$ cat src/verilog/jsbu_params.svh
// Purpose: constants of the jump/subroutine branch unit
// Assumes: 32-bit program addresses, byte-addressed stack
// Notes:   header holds definitions only
`ifndef JSBU_PARAMS_SVH
`define JSBU_PARAMS_SVH

`define JSBU_ADDR_W        32
`define JSBU_TRUE_BIT      1
`define JSBU_EXC_BIT       18
`define JSBU_SP_STATUS_OFF 32'h0000_0004
`define JSBU_SP_ADVANCE    32'h0000_0008
`define JSBU_CYC_JMPD      4'h3
`define JSBU_CYC_JSR       4'h3
`define JSBU_CYC_JSR_LONG  4'h4
`define JSBU_CYC_JSRD      4'h2
`define JSBU_CYC_JSRD_LONG 4'h3
`define JSBU_CYC_JT_TAKEN  4'h4
`define JSBU_CYC_ONE       4'h1
`define JSBU_GROUP_LONG    4'h3
`define JSBU_SET_STEP      32'h0000_0000
`define JSBU_ZERO_WORD     32'h0000_0000
`define JSBU_CYC_ZERO      4'h0

`endif

$ cat src/verilog/jsbu_pkg.sv
// Purpose: types of the jump/subroutine branch unit
// Assumes: no params header; the encodings are fixed in this package
// Notes:   operation codes are this block's own, not opcode bits
package jsbu_pkg;

  typedef enum logic [2:0] {
    JSBU_OP_JMPD = 3'h0,
    JSBU_OP_JSR  = 3'h1,
    JSBU_OP_JSRD = 3'h2,
    JSBU_OP_JT   = 3'h3,
    JSBU_OP_JTD  = 3'h4
  } jsbu_op_t;

  // gray path: idle -> slot -> push_pc -> push_sr -> wait
  typedef enum logic [2:0] {
    JSBU_ST_IDLE = 3'b000,
    JSBU_ST_SLOT = 3'b001,
    JSBU_ST_PCW  = 3'b011,
    JSBU_ST_SRW  = 3'b010,
    JSBU_ST_WAIT = 3'b110
  } jsbu_state_t;

endpackage

$ cat src/verilog/jsbu_cycles.sv
// Purpose: cycle cost of one control transfer
// Assumes: delay-slot time and group time given in cycles
// Notes:   pure combinational, floored at one cycle
`timescale 1ns/10ps
`include "jsbu_params.svh"
module jsbu_cycles
  import jsbu_pkg::*;
(
  input  wire jsbu_op_t   op_in,
  input  wire logic       taken_in,
  input  wire logic [3:0] group_max_in,
  input  wire logic [3:0] slot_time_in,
  output logic      [3:0] cycles_out
);

  wire       group_long = (group_max_in >= `JSBU_GROUP_LONG);
  wire [3:0] jsr_base   = group_long ? `JSBU_CYC_JSR_LONG : `JSBU_CYC_JSR;
  wire [3:0] jsrd_base  = group_long ? `JSBU_CYC_JSRD_LONG : `JSBU_CYC_JSRD;
  logic [3:0] base;
  logic       delayed;

  // base cost and whether the slot time is deducted
  always_comb begin
    base    = `JSBU_CYC_ONE;
    delayed = 1'b0;
    case (op_in)
      JSBU_OP_JMPD: begin
        base    = `JSBU_CYC_JMPD;
        delayed = 1'b1;
      end
      JSBU_OP_JSR:  base = jsr_base;
      JSBU_OP_JSRD: begin
        base    = jsrd_base;
        delayed = 1'b1;
      end
      JSBU_OP_JT:   base = taken_in ? `JSBU_CYC_JT_TAKEN : `JSBU_CYC_ONE;
      JSBU_OP_JTD: begin
        base    = taken_in ? `JSBU_CYC_JT_TAKEN : `JSBU_CYC_ONE;
        delayed = taken_in;
      end
      default:      base = `JSBU_CYC_ONE;
    endcase
  end

  // deduct slot time, never below one cycle
  wire [3:0] reduced = (base > slot_time_in) ? base - slot_time_in : `JSBU_CYC_ZERO;
  assign cycles_out = (delayed && (reduced < `JSBU_CYC_ONE)) ? `JSBU_CYC_ONE :
                      (delayed ? reduced : base);
endmodule

$ cat src/verilog/jsbu_unit.sv
// Purpose: program-flow control for jumps, calls and conditional jumps
// Assumes: fetch side supplies decoded operation, words and set addresses
// Notes:   stack writes go out as two single-cycle memory write strobes
`timescale 1ns/10ps
`include "jsbu_params.svh"
// Operation
// - delayed jump runs delay-slot set, then goes to absolute or register target
// - delayed jump costs three cycles less slot time, at least one
// - call writes return PC at stack pointer, status at +4, pointer += 8
// - plain call saves next set address and loads it into return shadow
// - exception-mode bit 18 picks which stack pointer is used and advanced
// - plain call costs three cycles, four when grouped work takes three or more
// - delayed call runs slot first, pushes post-slot set address and status
// - delayed call loads post-slot address into shadow and marks it valid
// - delayed call costs two or three less slot time, at least one
// - plain jump-on-true goes to target when true bit set, else sequential
// - plain jump-on-true costs one cycle not taken, four taken
// - delayed jump-on-true runs slot then target if true, else sequential
// - delayed jump-on-true: one untaken, four less slot time taken, floor one
// - three-bit field selects registers 0-7, high prefix selects 8-15
module jsbu_unit
  import jsbu_pkg::*;
(
  input  wire logic        core_clk_in,
  input  wire logic        rst_n_in,
  input  wire logic        issue_in,
  input  wire jsbu_op_t    op_in,
  input  wire logic        long_form_in,
  input  wire logic [15:0] word1_in,
  input  wire logic [15:0] word2_in,
  input  wire logic [15:0] word3_in,
  input  wire logic [2:0]  address_register_field_in,
  input  wire logic        high_prefix_in,
  input  wire logic [31:0] address_register_file_in [16],
  input  wire logic [31:0] status_word_in,
  input  wire logic [31:0] stack_pointer_in,
  input  wire logic [31:0] exc_stack_pointer_in,
  input  wire logic [31:0] next_set_pc_in,
  input  wire logic [31:0] post_slot_pc_in,
  input  wire logic [3:0]  group_max_in,
  input  wire logic [3:0]  slot_time_in,
  input  wire logic        slot_done_in,
  output logic             busy_out,
  output logic             pc_load_out,
  output logic [31:0]      pc_target_out,
  output logic             suppress_out,
  output logic             mem_we_out,
  output logic [31:0]      mem_addr_out,
  output logic [31:0]      mem_data_out,
  output logic             sp_we_out,
  output logic             sp_sel_exc_out,
  output logic [31:0]      sp_value_out,
  output logic             ras_we_out,
  output logic [31:0]      ras_out,
  output logic             ras_valid_out,
  output logic [3:0]       cycles_out
);

  jsbu_state_t state;
  jsbu_state_t next_state;
  jsbu_op_t    op;
  logic [31:0] target;
  logic [31:0] ret_pc;
  logic [31:0] status_word;
  logic [31:0] sp_base;
  logic        use_exc;
  logic [3:0]  wait_cnt;
  logic        jump_now;

  // target assembly: long form uses words one, two and three, short form a register
  wire [3:0]  reg_index   = {high_prefix_in, address_register_field_in};
  wire [31:0] imm_target  = {word1_in[7:5], word1_in[4:3], word2_in[12:0], word3_in[13:0]};
  wire [31:0] reg_target  = address_register_file_in[reg_index];
  wire [31:0] sel_target  = long_form_in ? imm_target : reg_target;
  wire        true_flag   = status_word_in[`JSBU_TRUE_BIT];
  wire        exc_mode    = status_word_in[`JSBU_EXC_BIT];
  wire        is_call     = (op_in == JSBU_OP_JSR) || (op_in == JSBU_OP_JSRD);
  wire        is_cond     = (op_in == JSBU_OP_JT) || (op_in == JSBU_OP_JTD);
  wire        is_delayed  = (op_in == JSBU_OP_JMPD) || (op_in == JSBU_OP_JSRD) ||
                            (op_in == JSBU_OP_JTD);
  wire        taken       = is_cond ? true_flag : 1'b1;
  wire        accept      = issue_in && (state == JSBU_ST_IDLE);
  wire [31:0] chosen_sp   = exc_mode ? exc_stack_pointer_in : stack_pointer_in;
  wire [31:0] call_ret    = (op_in == JSBU_OP_JSRD) ? post_slot_pc_in : next_set_pc_in;
  wire        is_call_q   = (op == JSBU_OP_JSR) || (op == JSBU_OP_JSRD);
  wire [3:0]  cost;

  jsbu_cycles u_cycles (
    .op_in        (op_in),
    .taken_in     (taken),
    .group_max_in (group_max_in),
    .slot_time_in (slot_time_in),
    .cycles_out   (cost)
  );

  // sequencing of slot wait, stack pushes and cycle padding
  always_comb begin
    next_state = state;
    jump_now   = 1'b0;
    case (state)
      JSBU_ST_IDLE: begin
        if (accept && taken) begin
          if (is_delayed)
            next_state = JSBU_ST_SLOT;
          else if (is_call)
            next_state = JSBU_ST_PCW;
          else
            next_state = JSBU_ST_WAIT;
        end
      end
      JSBU_ST_SLOT: begin
        if (slot_done_in)
          next_state = is_call_q ? JSBU_ST_PCW : JSBU_ST_WAIT;
      end
      JSBU_ST_PCW:  next_state = JSBU_ST_SRW;
      JSBU_ST_SRW:  next_state = JSBU_ST_WAIT;
      JSBU_ST_WAIT: begin
        if (wait_cnt <= `JSBU_CYC_ONE) begin
          next_state = JSBU_ST_IDLE;
          jump_now   = 1'b1;
        end
      end
      default:      next_state = JSBU_ST_IDLE;
    endcase
  end

  // push phases and the padding count decoded from the state register
  wire        pushing_pc    = (state == JSBU_ST_PCW);
  wire        pushing_sr    = (state == JSBU_ST_SRW);
  wire        in_slot       = (state == JSBU_ST_SLOT);
  wire        counting      = (state != JSBU_ST_IDLE) && !in_slot;
  // slot time is already deducted from the cost, so the slot wait is not counted;
  // the count parks at one, which is the cycle that raises the load strobe
  wire        wait_step     = counting && (wait_cnt > `JSBU_CYC_ONE);
  wire [3:0]  next_wait     = wait_cnt - `JSBU_CYC_ONE;
  wire        next_busy     = (next_state != JSBU_ST_IDLE);
  // the slot set must still commit, so suppression starts after it
  wire        next_suppress = ((next_state != JSBU_ST_IDLE) && (next_state != JSBU_ST_SLOT)) ||
                              jump_now;
  // push addresses come from the pointer latched at accept
  wire [31:0] status_addr   = sp_base + `JSBU_SP_STATUS_OFF;
  wire [31:0] advanced_sp   = sp_base + `JSBU_SP_ADVANCE;

  // state register; only an idle unit takes an issue
  always_ff @(posedge core_clk_in or negedge rst_n_in) begin
    if (!rst_n_in)
      state <= JSBU_ST_IDLE;
    else
      state <= next_state;
  end

  // operands frozen at accept, so later fetch traffic cannot disturb them
  always_ff @(posedge core_clk_in or negedge rst_n_in) begin
    if (!rst_n_in) begin
      op     <= JSBU_OP_JMPD;
      target <= `JSBU_ZERO_WORD;
    end else if (accept) begin
      op     <= op_in;
      target <= sel_target;
    end
  end

  // return value and status for the two pushes
  always_ff @(posedge core_clk_in or negedge rst_n_in) begin
    if (!rst_n_in) begin
      ret_pc      <= `JSBU_ZERO_WORD;
      status_word <= `JSBU_ZERO_WORD;
    end else if (accept) begin
      ret_pc      <= call_ret;
      status_word <= status_word_in;
    end
  end

  // stack choice latched at accept; a later mode change cannot split the pushes
  // across the two pointers
  always_ff @(posedge core_clk_in or negedge rst_n_in) begin
    if (!rst_n_in) begin
      sp_base <= `JSBU_ZERO_WORD;
      use_exc <= 1'b0;
    end else if (accept) begin
      sp_base <= chosen_sp;
      use_exc <= exc_mode;
    end
  end

  // cycle budget: push and padding cycles count against the instruction cost
  always_ff @(posedge core_clk_in or negedge rst_n_in) begin
    if (!rst_n_in)
      wait_cnt <= `JSBU_CYC_ZERO;
    else if (accept)
      wait_cnt <= cost;
    else if (wait_step)
      wait_cnt <= next_wait;
  end

  // busy covers every cycle in which an issue would be refused
  always_ff @(posedge core_clk_in or negedge rst_n_in) begin
    if (!rst_n_in)
      busy_out <= 1'b0;
    else
      busy_out <= next_busy;
  end

  // one-cycle load strobe; the target stays put until the next taken transfer
  always_ff @(posedge core_clk_in or negedge rst_n_in) begin
    if (!rst_n_in) begin
      pc_load_out   <= 1'b0;
      pc_target_out <= `JSBU_ZERO_WORD;
    end else begin
      pc_load_out <= jump_now;
      if (jump_now)
        pc_target_out <= target;
    end
  end

  // later sets in flight are dropped while a taken transfer completes
  always_ff @(posedge core_clk_in or negedge rst_n_in) begin
    if (!rst_n_in)
      suppress_out <= 1'b0;
    else
      suppress_out <= next_suppress;
  end

  // cost of the last accepted operation, untaken ones included
  always_ff @(posedge core_clk_in or negedge rst_n_in) begin
    if (!rst_n_in)
      cycles_out <= `JSBU_CYC_ZERO;
    else if (accept)
      cycles_out <= cost;
  end

  // memory strobe for both pushes, one cycle each
  always_ff @(posedge core_clk_in or negedge rst_n_in) begin
    if (!rst_n_in)
      mem_we_out <= 1'b0;
    else
      mem_we_out <= pushing_pc || pushing_sr;
  end

  // return pc at the pointer, status one word above it;
  // address and data hold after the strobe drops
  always_ff @(posedge core_clk_in or negedge rst_n_in) begin
    if (!rst_n_in) begin
      mem_addr_out <= `JSBU_ZERO_WORD;
      mem_data_out <= `JSBU_ZERO_WORD;
    end else if (pushing_pc) begin
      mem_addr_out <= sp_base;
      mem_data_out <= ret_pc;
    end else if (pushing_sr) begin
      mem_addr_out <= status_addr;
      mem_data_out <= status_word;
    end
  end

  // pointer update rides with the status write so both land together
  always_ff @(posedge core_clk_in or negedge rst_n_in) begin
    if (!rst_n_in)
      sp_we_out <= 1'b0;
    else
      sp_we_out <= pushing_sr;
  end

  // which pointer moves, and its new value
  always_ff @(posedge core_clk_in or negedge rst_n_in) begin
    if (!rst_n_in) begin
      sp_sel_exc_out <= 1'b0;
      sp_value_out   <= `JSBU_ZERO_WORD;
    end else if (pushing_sr) begin
      sp_sel_exc_out <= use_exc;
      sp_value_out   <= advanced_sp;
    end
  end

  // shadow write strobe, alongside the return-pc push
  always_ff @(posedge core_clk_in or negedge rst_n_in) begin
    if (!rst_n_in)
      ras_we_out <= 1'b0;
    else
      ras_we_out <= pushing_pc;
  end

  // shadow value holds until the next call overwrites it
  always_ff @(posedge core_clk_in or negedge rst_n_in) begin
    if (!rst_n_in)
      ras_out <= `JSBU_ZERO_WORD;
    else if (pushing_pc)
      ras_out <= ret_pc;
  end

  // valid flag is sticky: only reset clears it, since no return
  // instruction lives in this block
  always_ff @(posedge core_clk_in or negedge rst_n_in) begin
    if (!rst_n_in)
      ras_valid_out <= 1'b0;
    else if (pushing_pc)
      ras_valid_out <= 1'b1;
  end

endmodule

$ cat config.mk
export PLATFORM = sky130hd
export DESIGN_NAME = jsbu_unit
export DESIGN_NICKNAME = d
export VERILOG_FILES = /design/src/verilog/jsbu_pkg.sv /design/src/verilog/jsbu_cycles.sv /design/src/verilog/jsbu_unit.sv
export VERILOG_INCLUDE_DIRS = /design/src /design/src/verilog
export SDC_FILE = /design/constraint.sdc
export NUM_CORES = 1
export LEC_CHECK = 0
export ABC_AREA = 1
export BUFFER_PORTS_ARGS = -buffer_cell sky130_fd_sc_hd__buf_2
export CAP_MARGIN = 10
export CORE_AREA = 2 2 359 361
export CTS_BUF_LIST = sky130_fd_sc_hd__clkbuf_2
export CTS_CLUSTER_SIZE = 25
export DETAILED_ROUTE_END_ITERATION = 16
export DIE_AREA = 0 0 361 363
export PLACE_DENSITY = 0.42
export REMOVE_ABC_BUFFERS = 1
export SLEW_MARGIN = 40
export SYNTH_ARGS = -nofsm -noshare
export SYNTH_HDL_FRONTEND = slang
export SYNTH_HIERARCHICAL = 1
export SYNTH_SLANG_ARGS = --single-unit
$ cat constraint.sdc
create_clock -name core_clk_in -period 2.1 [get_ports core_clk_in]
set_input_delay 0.105 -clock core_clk_in [delete_from_list [all_inputs] [get_ports core_clk_in]]
set_output_delay 0.105 -clock core_clk_in [all_outputs]
set_load 0.01 [all_outputs]
==> metrics, run 1 <==
Root Driver=clkbuf_2; initial core utilization=roughly 16%; First Err=[ERROR RSZ-0060] Max buffer count reached.; xor/xnor cell area share of the yosys netlist=less than 1%; Adder-Cell Fraction of Synth Area=less than 1%; Synth top area share=38.59%; Die Y=~360 um; cts hold-fix bufs=1170; post_cts resized=75; mapped cell area=0.02010 mm2; leading post-synthesis cells by cell area=dfrtp_1 (39%), nand2_1 (23%), nand3_1 (10%), inv_1 (7.1%), nor2_1 (4.6%); Post-synth EDFFs=0; Post-Synth Simple-Gate Area=39.56%; post-CTS setup buffers=21; CTS Sinks=310; number of H-tree levels=3; flops & latches, synth=310; asr flop ratio synth=100.0%; CTS Buf Count=93; largest family of logic cells by synthesized area=simple AND/OR/NAND/NOR gates; pre-CTS WS=-0.2837 ns; Last stage=clock tree synthesis (4_1_cts); cell taking the most area after synthesis=dfrtp_1; share of the synthesized area in compound gates (AO/OA/AOI/OAI)=8.645%; synth unique cells=39; PortBufs=895; Detailed Place HPWL=89.87 mm; count leader, synth=nand2_1; synth cell count leaders=nand2_1 (1246), nand3_1 (411), inv_1 (379); Die Width=361 um; RePlAce Congestion=just under 0.9; Avg Cell Area, Syn=6.332 um2; status=aborted with a tool error; multiplexer share of the synthesized area=0%; yosys warns=6; row count=roughly 130; placed cell area=0.02709 mm2; top_reg_cell synth=dfrtp_1; Seq/Total Area, Yosys=about two fifths; cells after synthesis=3175; CTS Buffer Depth=3; Ports=912
[metrics by stage]
stage | hold WS (ns) | cells | util (%)
3_5_place_dp | 0.01846 | 5664 | 21.33
3_3_place_gp | 0.02327 | 5664 | 21.33
2_1_floorplan | -0.1906 | 2986 | -
[cells by family after synthesis]
kind of cell,count (synthesis)
AO/OA/AOI/OAI,313
XOR/XNOR,20
adder cells (fa/ha/maj),8
buffers and inverters,584
flip-flops,310
AND/OR/NAND/NOR,1940
==> run 2, diff against run 1 <==
--- a/config.mk
+++ b/config.mk
@@ -9,12 +9,10 @@
 export ABC_AREA = 1
 export BUFFER_PORTS_ARGS = -buffer_cell sky130_fd_sc_hd__buf_2
 export CAP_MARGIN = 10
-export CORE_AREA = 2 2 359 361
-export CTS_BUF_LIST = sky130_fd_sc_hd__clkbuf_2
-export CTS_CLUSTER_SIZE = 25
+export CORE_AREA = 2 2 353 355
 export DETAILED_ROUTE_END_ITERATION = 16
-export DIE_AREA = 0 0 361 363
-export PLACE_DENSITY = 0.42
+export DIE_AREA = 0 0 355 357
+export PLACE_DENSITY_LB_ADDON = 0.15
 export REMOVE_ABC_BUFFERS = 1
 export SLEW_MARGIN = 40
 export SYNTH_ARGS = -nofsm -noshare
==> metrics, run 2 <==
Seq/Total Area, Yosys=38.59%; RePlAce Congestion=0.8742; transition time of the tightest slew-check pin=between 0.5 and 0.6 ns; Ports=slightly above 900; most frequent cells in the layout=nand2_1 (1246), buf_2 (891), nand3_1 (410), inv_1 (377), dfrtp_1 (310); top_reg_cell synth=dfrtp_1; Layout fillers=around 14000; die area=0.1267 mm2; crit path max fanout=49; fin nets=5007; Seq pwr share=34.3%; status=completed; Die Width=roughly 360 um; r2r setup slk=between 0.1 and 0.15 ns; worst vdd ir=0.0006937 V; CTS Sinks=310; CP required=2.57 ns; pin count of the biggest net entering global routing=99; Routed wire per std cell=20.13 um; initial antenna violation count=22; yosys warns=6; via count=24480; crit share post-route=roughly 94%; max frequency=507.4 MHz; Tot GR Track Use=18.16%; CTS Buf Count=41; Max Clock Skew=0.02617 ns; Die Y=357 um; Antenna Violating Nets Remaining=0; Root Driver=clkbuf_16; synth cell count leaders=nand2_1 (1246), nand3_1 (411), inv_1 (379); Rel. slew slack=between 60% and 70%; Hold WS=0.04427 ns; Tot Pwr=31.90 mW; cell taking the most area after synthesis=dfrtp_1; Setup TNS=0 ns; Gate power share=43.5%; Setup WS post-layout=0.1291 ns; Clock transition at path regs=0.06 ns; Synth top area share=just under 40%; Slew Viols, Final=0; RSZ-0062 raised after global routing=false; Clock Latency Late Sink=0.58 ns; DRC errors left=0; min cycle time layout=1.971 ns; mapped cell area=0.02010 mm2; final hold vios=0; asr flop ratio synth=100.0%; GR Overflow Total=0; core area=0.1230 mm2; Power Density=1042 mW/mm2; Register Area=0.007757 mm2; Post-synth EDFFs=0; Worst Setup Start Kind=flip-flop; Worst Hold Class=input pin to flip-flop; Clock power frac=approximately 22%; most common cell after layout, fill and taps aside=nand2_1; area taken by multi-input logic gates=0.009998 mm2; first-pass GRT wire length=between 150 and 200 mm; leading post-synthesis cells by cell area=dfrtp_1 (39%), nand2_1 (23%), nand3_1 (10%), inv_1 (7.1%), nor2_1 (4.6%); Avg Cell Area, Syn=6.332 um2; Final setup viols=0; row count=roughly 130; pre-CTS WS=-0.2552 ns; cells after synthesis=3175; routed vias/inst=4.125; Pint=18.23 mW; worst setup path class=flip-flop to flip-flop; area delta synth->final=52.23%; flops & latches, synth=310; vias in the first global route=approximately 25000; number of H-tree levels=2; count leader, synth=nand2_1; Pleak=approximately 17 nW; initial core utilization=roughly 16%; first-iteration detailed-routing DRC count=1444; synth unique cells=39; max_cap viols=0; Detailed Routing Iterations Pass 1=5; WP data arrival=2.44 ns; TritonCTS clock tree=done; Detailed Place HPWL=94.04 mm; final wirelength=119.5 mm; PortBufs=895; nature of the critical path endpoint=flip-flop; Psw=roughly 14 mW; CTS Buffer Depth=3; sw frac=42.84%; fraction of layout cells with a size suffix above 1=26.38%
[run 2: cell type report]
class / instances / share of cell area [%]
repair buffers: 1230 / 25.87
multi-input cells: 2281 / 32.67
clock buffers: 64 / 4.027
inverters: 395 / 4.926
diodes: 10 / 0.08176
well taps: 1637 / 6.692
clock inverters: 8 / 0.3884
flip-flops and latches: 310 / 25.35
[run 2: final timing paths]
kind / from / endpoint / depth (start not counted)
max: state[2] / ret_pc[15] / 6
min: address_register_file_in[158] / target[30] / 7
max reg2reg: state[2] / ret_pc[15] / 6
min reg2reg: target[10] / pc_target_out[10] / 2
max in group asynchronous: rst_n_in / target[22] / 3
min in group asynchronous: rst_n_in / sp_base[1] / 2
[run 2: power by group through the flow]
stage               registers [mW]  logic (mW)  clock network (mW)
floorplan                     11.0        6.17                   0
global placement              11.1        13.6                   0
global route                  11.3        15.6                7.62
detailed placement            11.0        13.6                   0
finish                        11.0        13.9                7.07
CTS                           11.0        14.1                7.37
[run 2: worst max-delay path, stage by stage (launching register included)]
cell,delay [ns]
dfrtp_1,0.44
nor2_4,0.19
nand3_4,0.18
buf_16,0.26
nand2_1,0.11
o21ai_0,0.08
dlygate4sd3_1,0.56
[run 2: repair_timing]
action	in CTS	in global routing
resized for setup	0	4
hold buffers	209	0
hold endpoints to repair	387	0
setup endpoints to repair	0	3
buffers inserted	0	0
[run 2: through the flow]
step	cell area, um2	std cells	utilization (%)
final	30610	5935	24.88
after global routing	30590	5930	24.87
after CTS	30540	5924	24.83
after detailed placement	27090	5643	22.03
after global placement	27090	5643	22.03
after floorplan	19210	2986	-
[run 2: logic make-up (layout without fill, tap and decap cells)]
kind of cell	count (synthesis)	in the layout	synth area share [%]
simple gates	1940	1940	39.56
buf+inv	584	1697	11.81
compound gates	313	313	8.645
flops	310	310	38.59
xor+xnor	20	20	0.8713
fa+ha+maj	8	8	0.5352
other cells	0	10	0
[run 2: routing by layer]
layer | global-route usage [%] | vias to the layer above | wire length (um)
met1 | 21.79 | 11520 | 49300
met4 | 4.729 | 6 | 3221
met2 | 33.44 | 758 | 61040
met3 | 2.867 | 145 | 5885
met5 | 0 | - | 34
li1 | - | 12060 | -
Note: power is estimated with default switching activity, not from simulation.
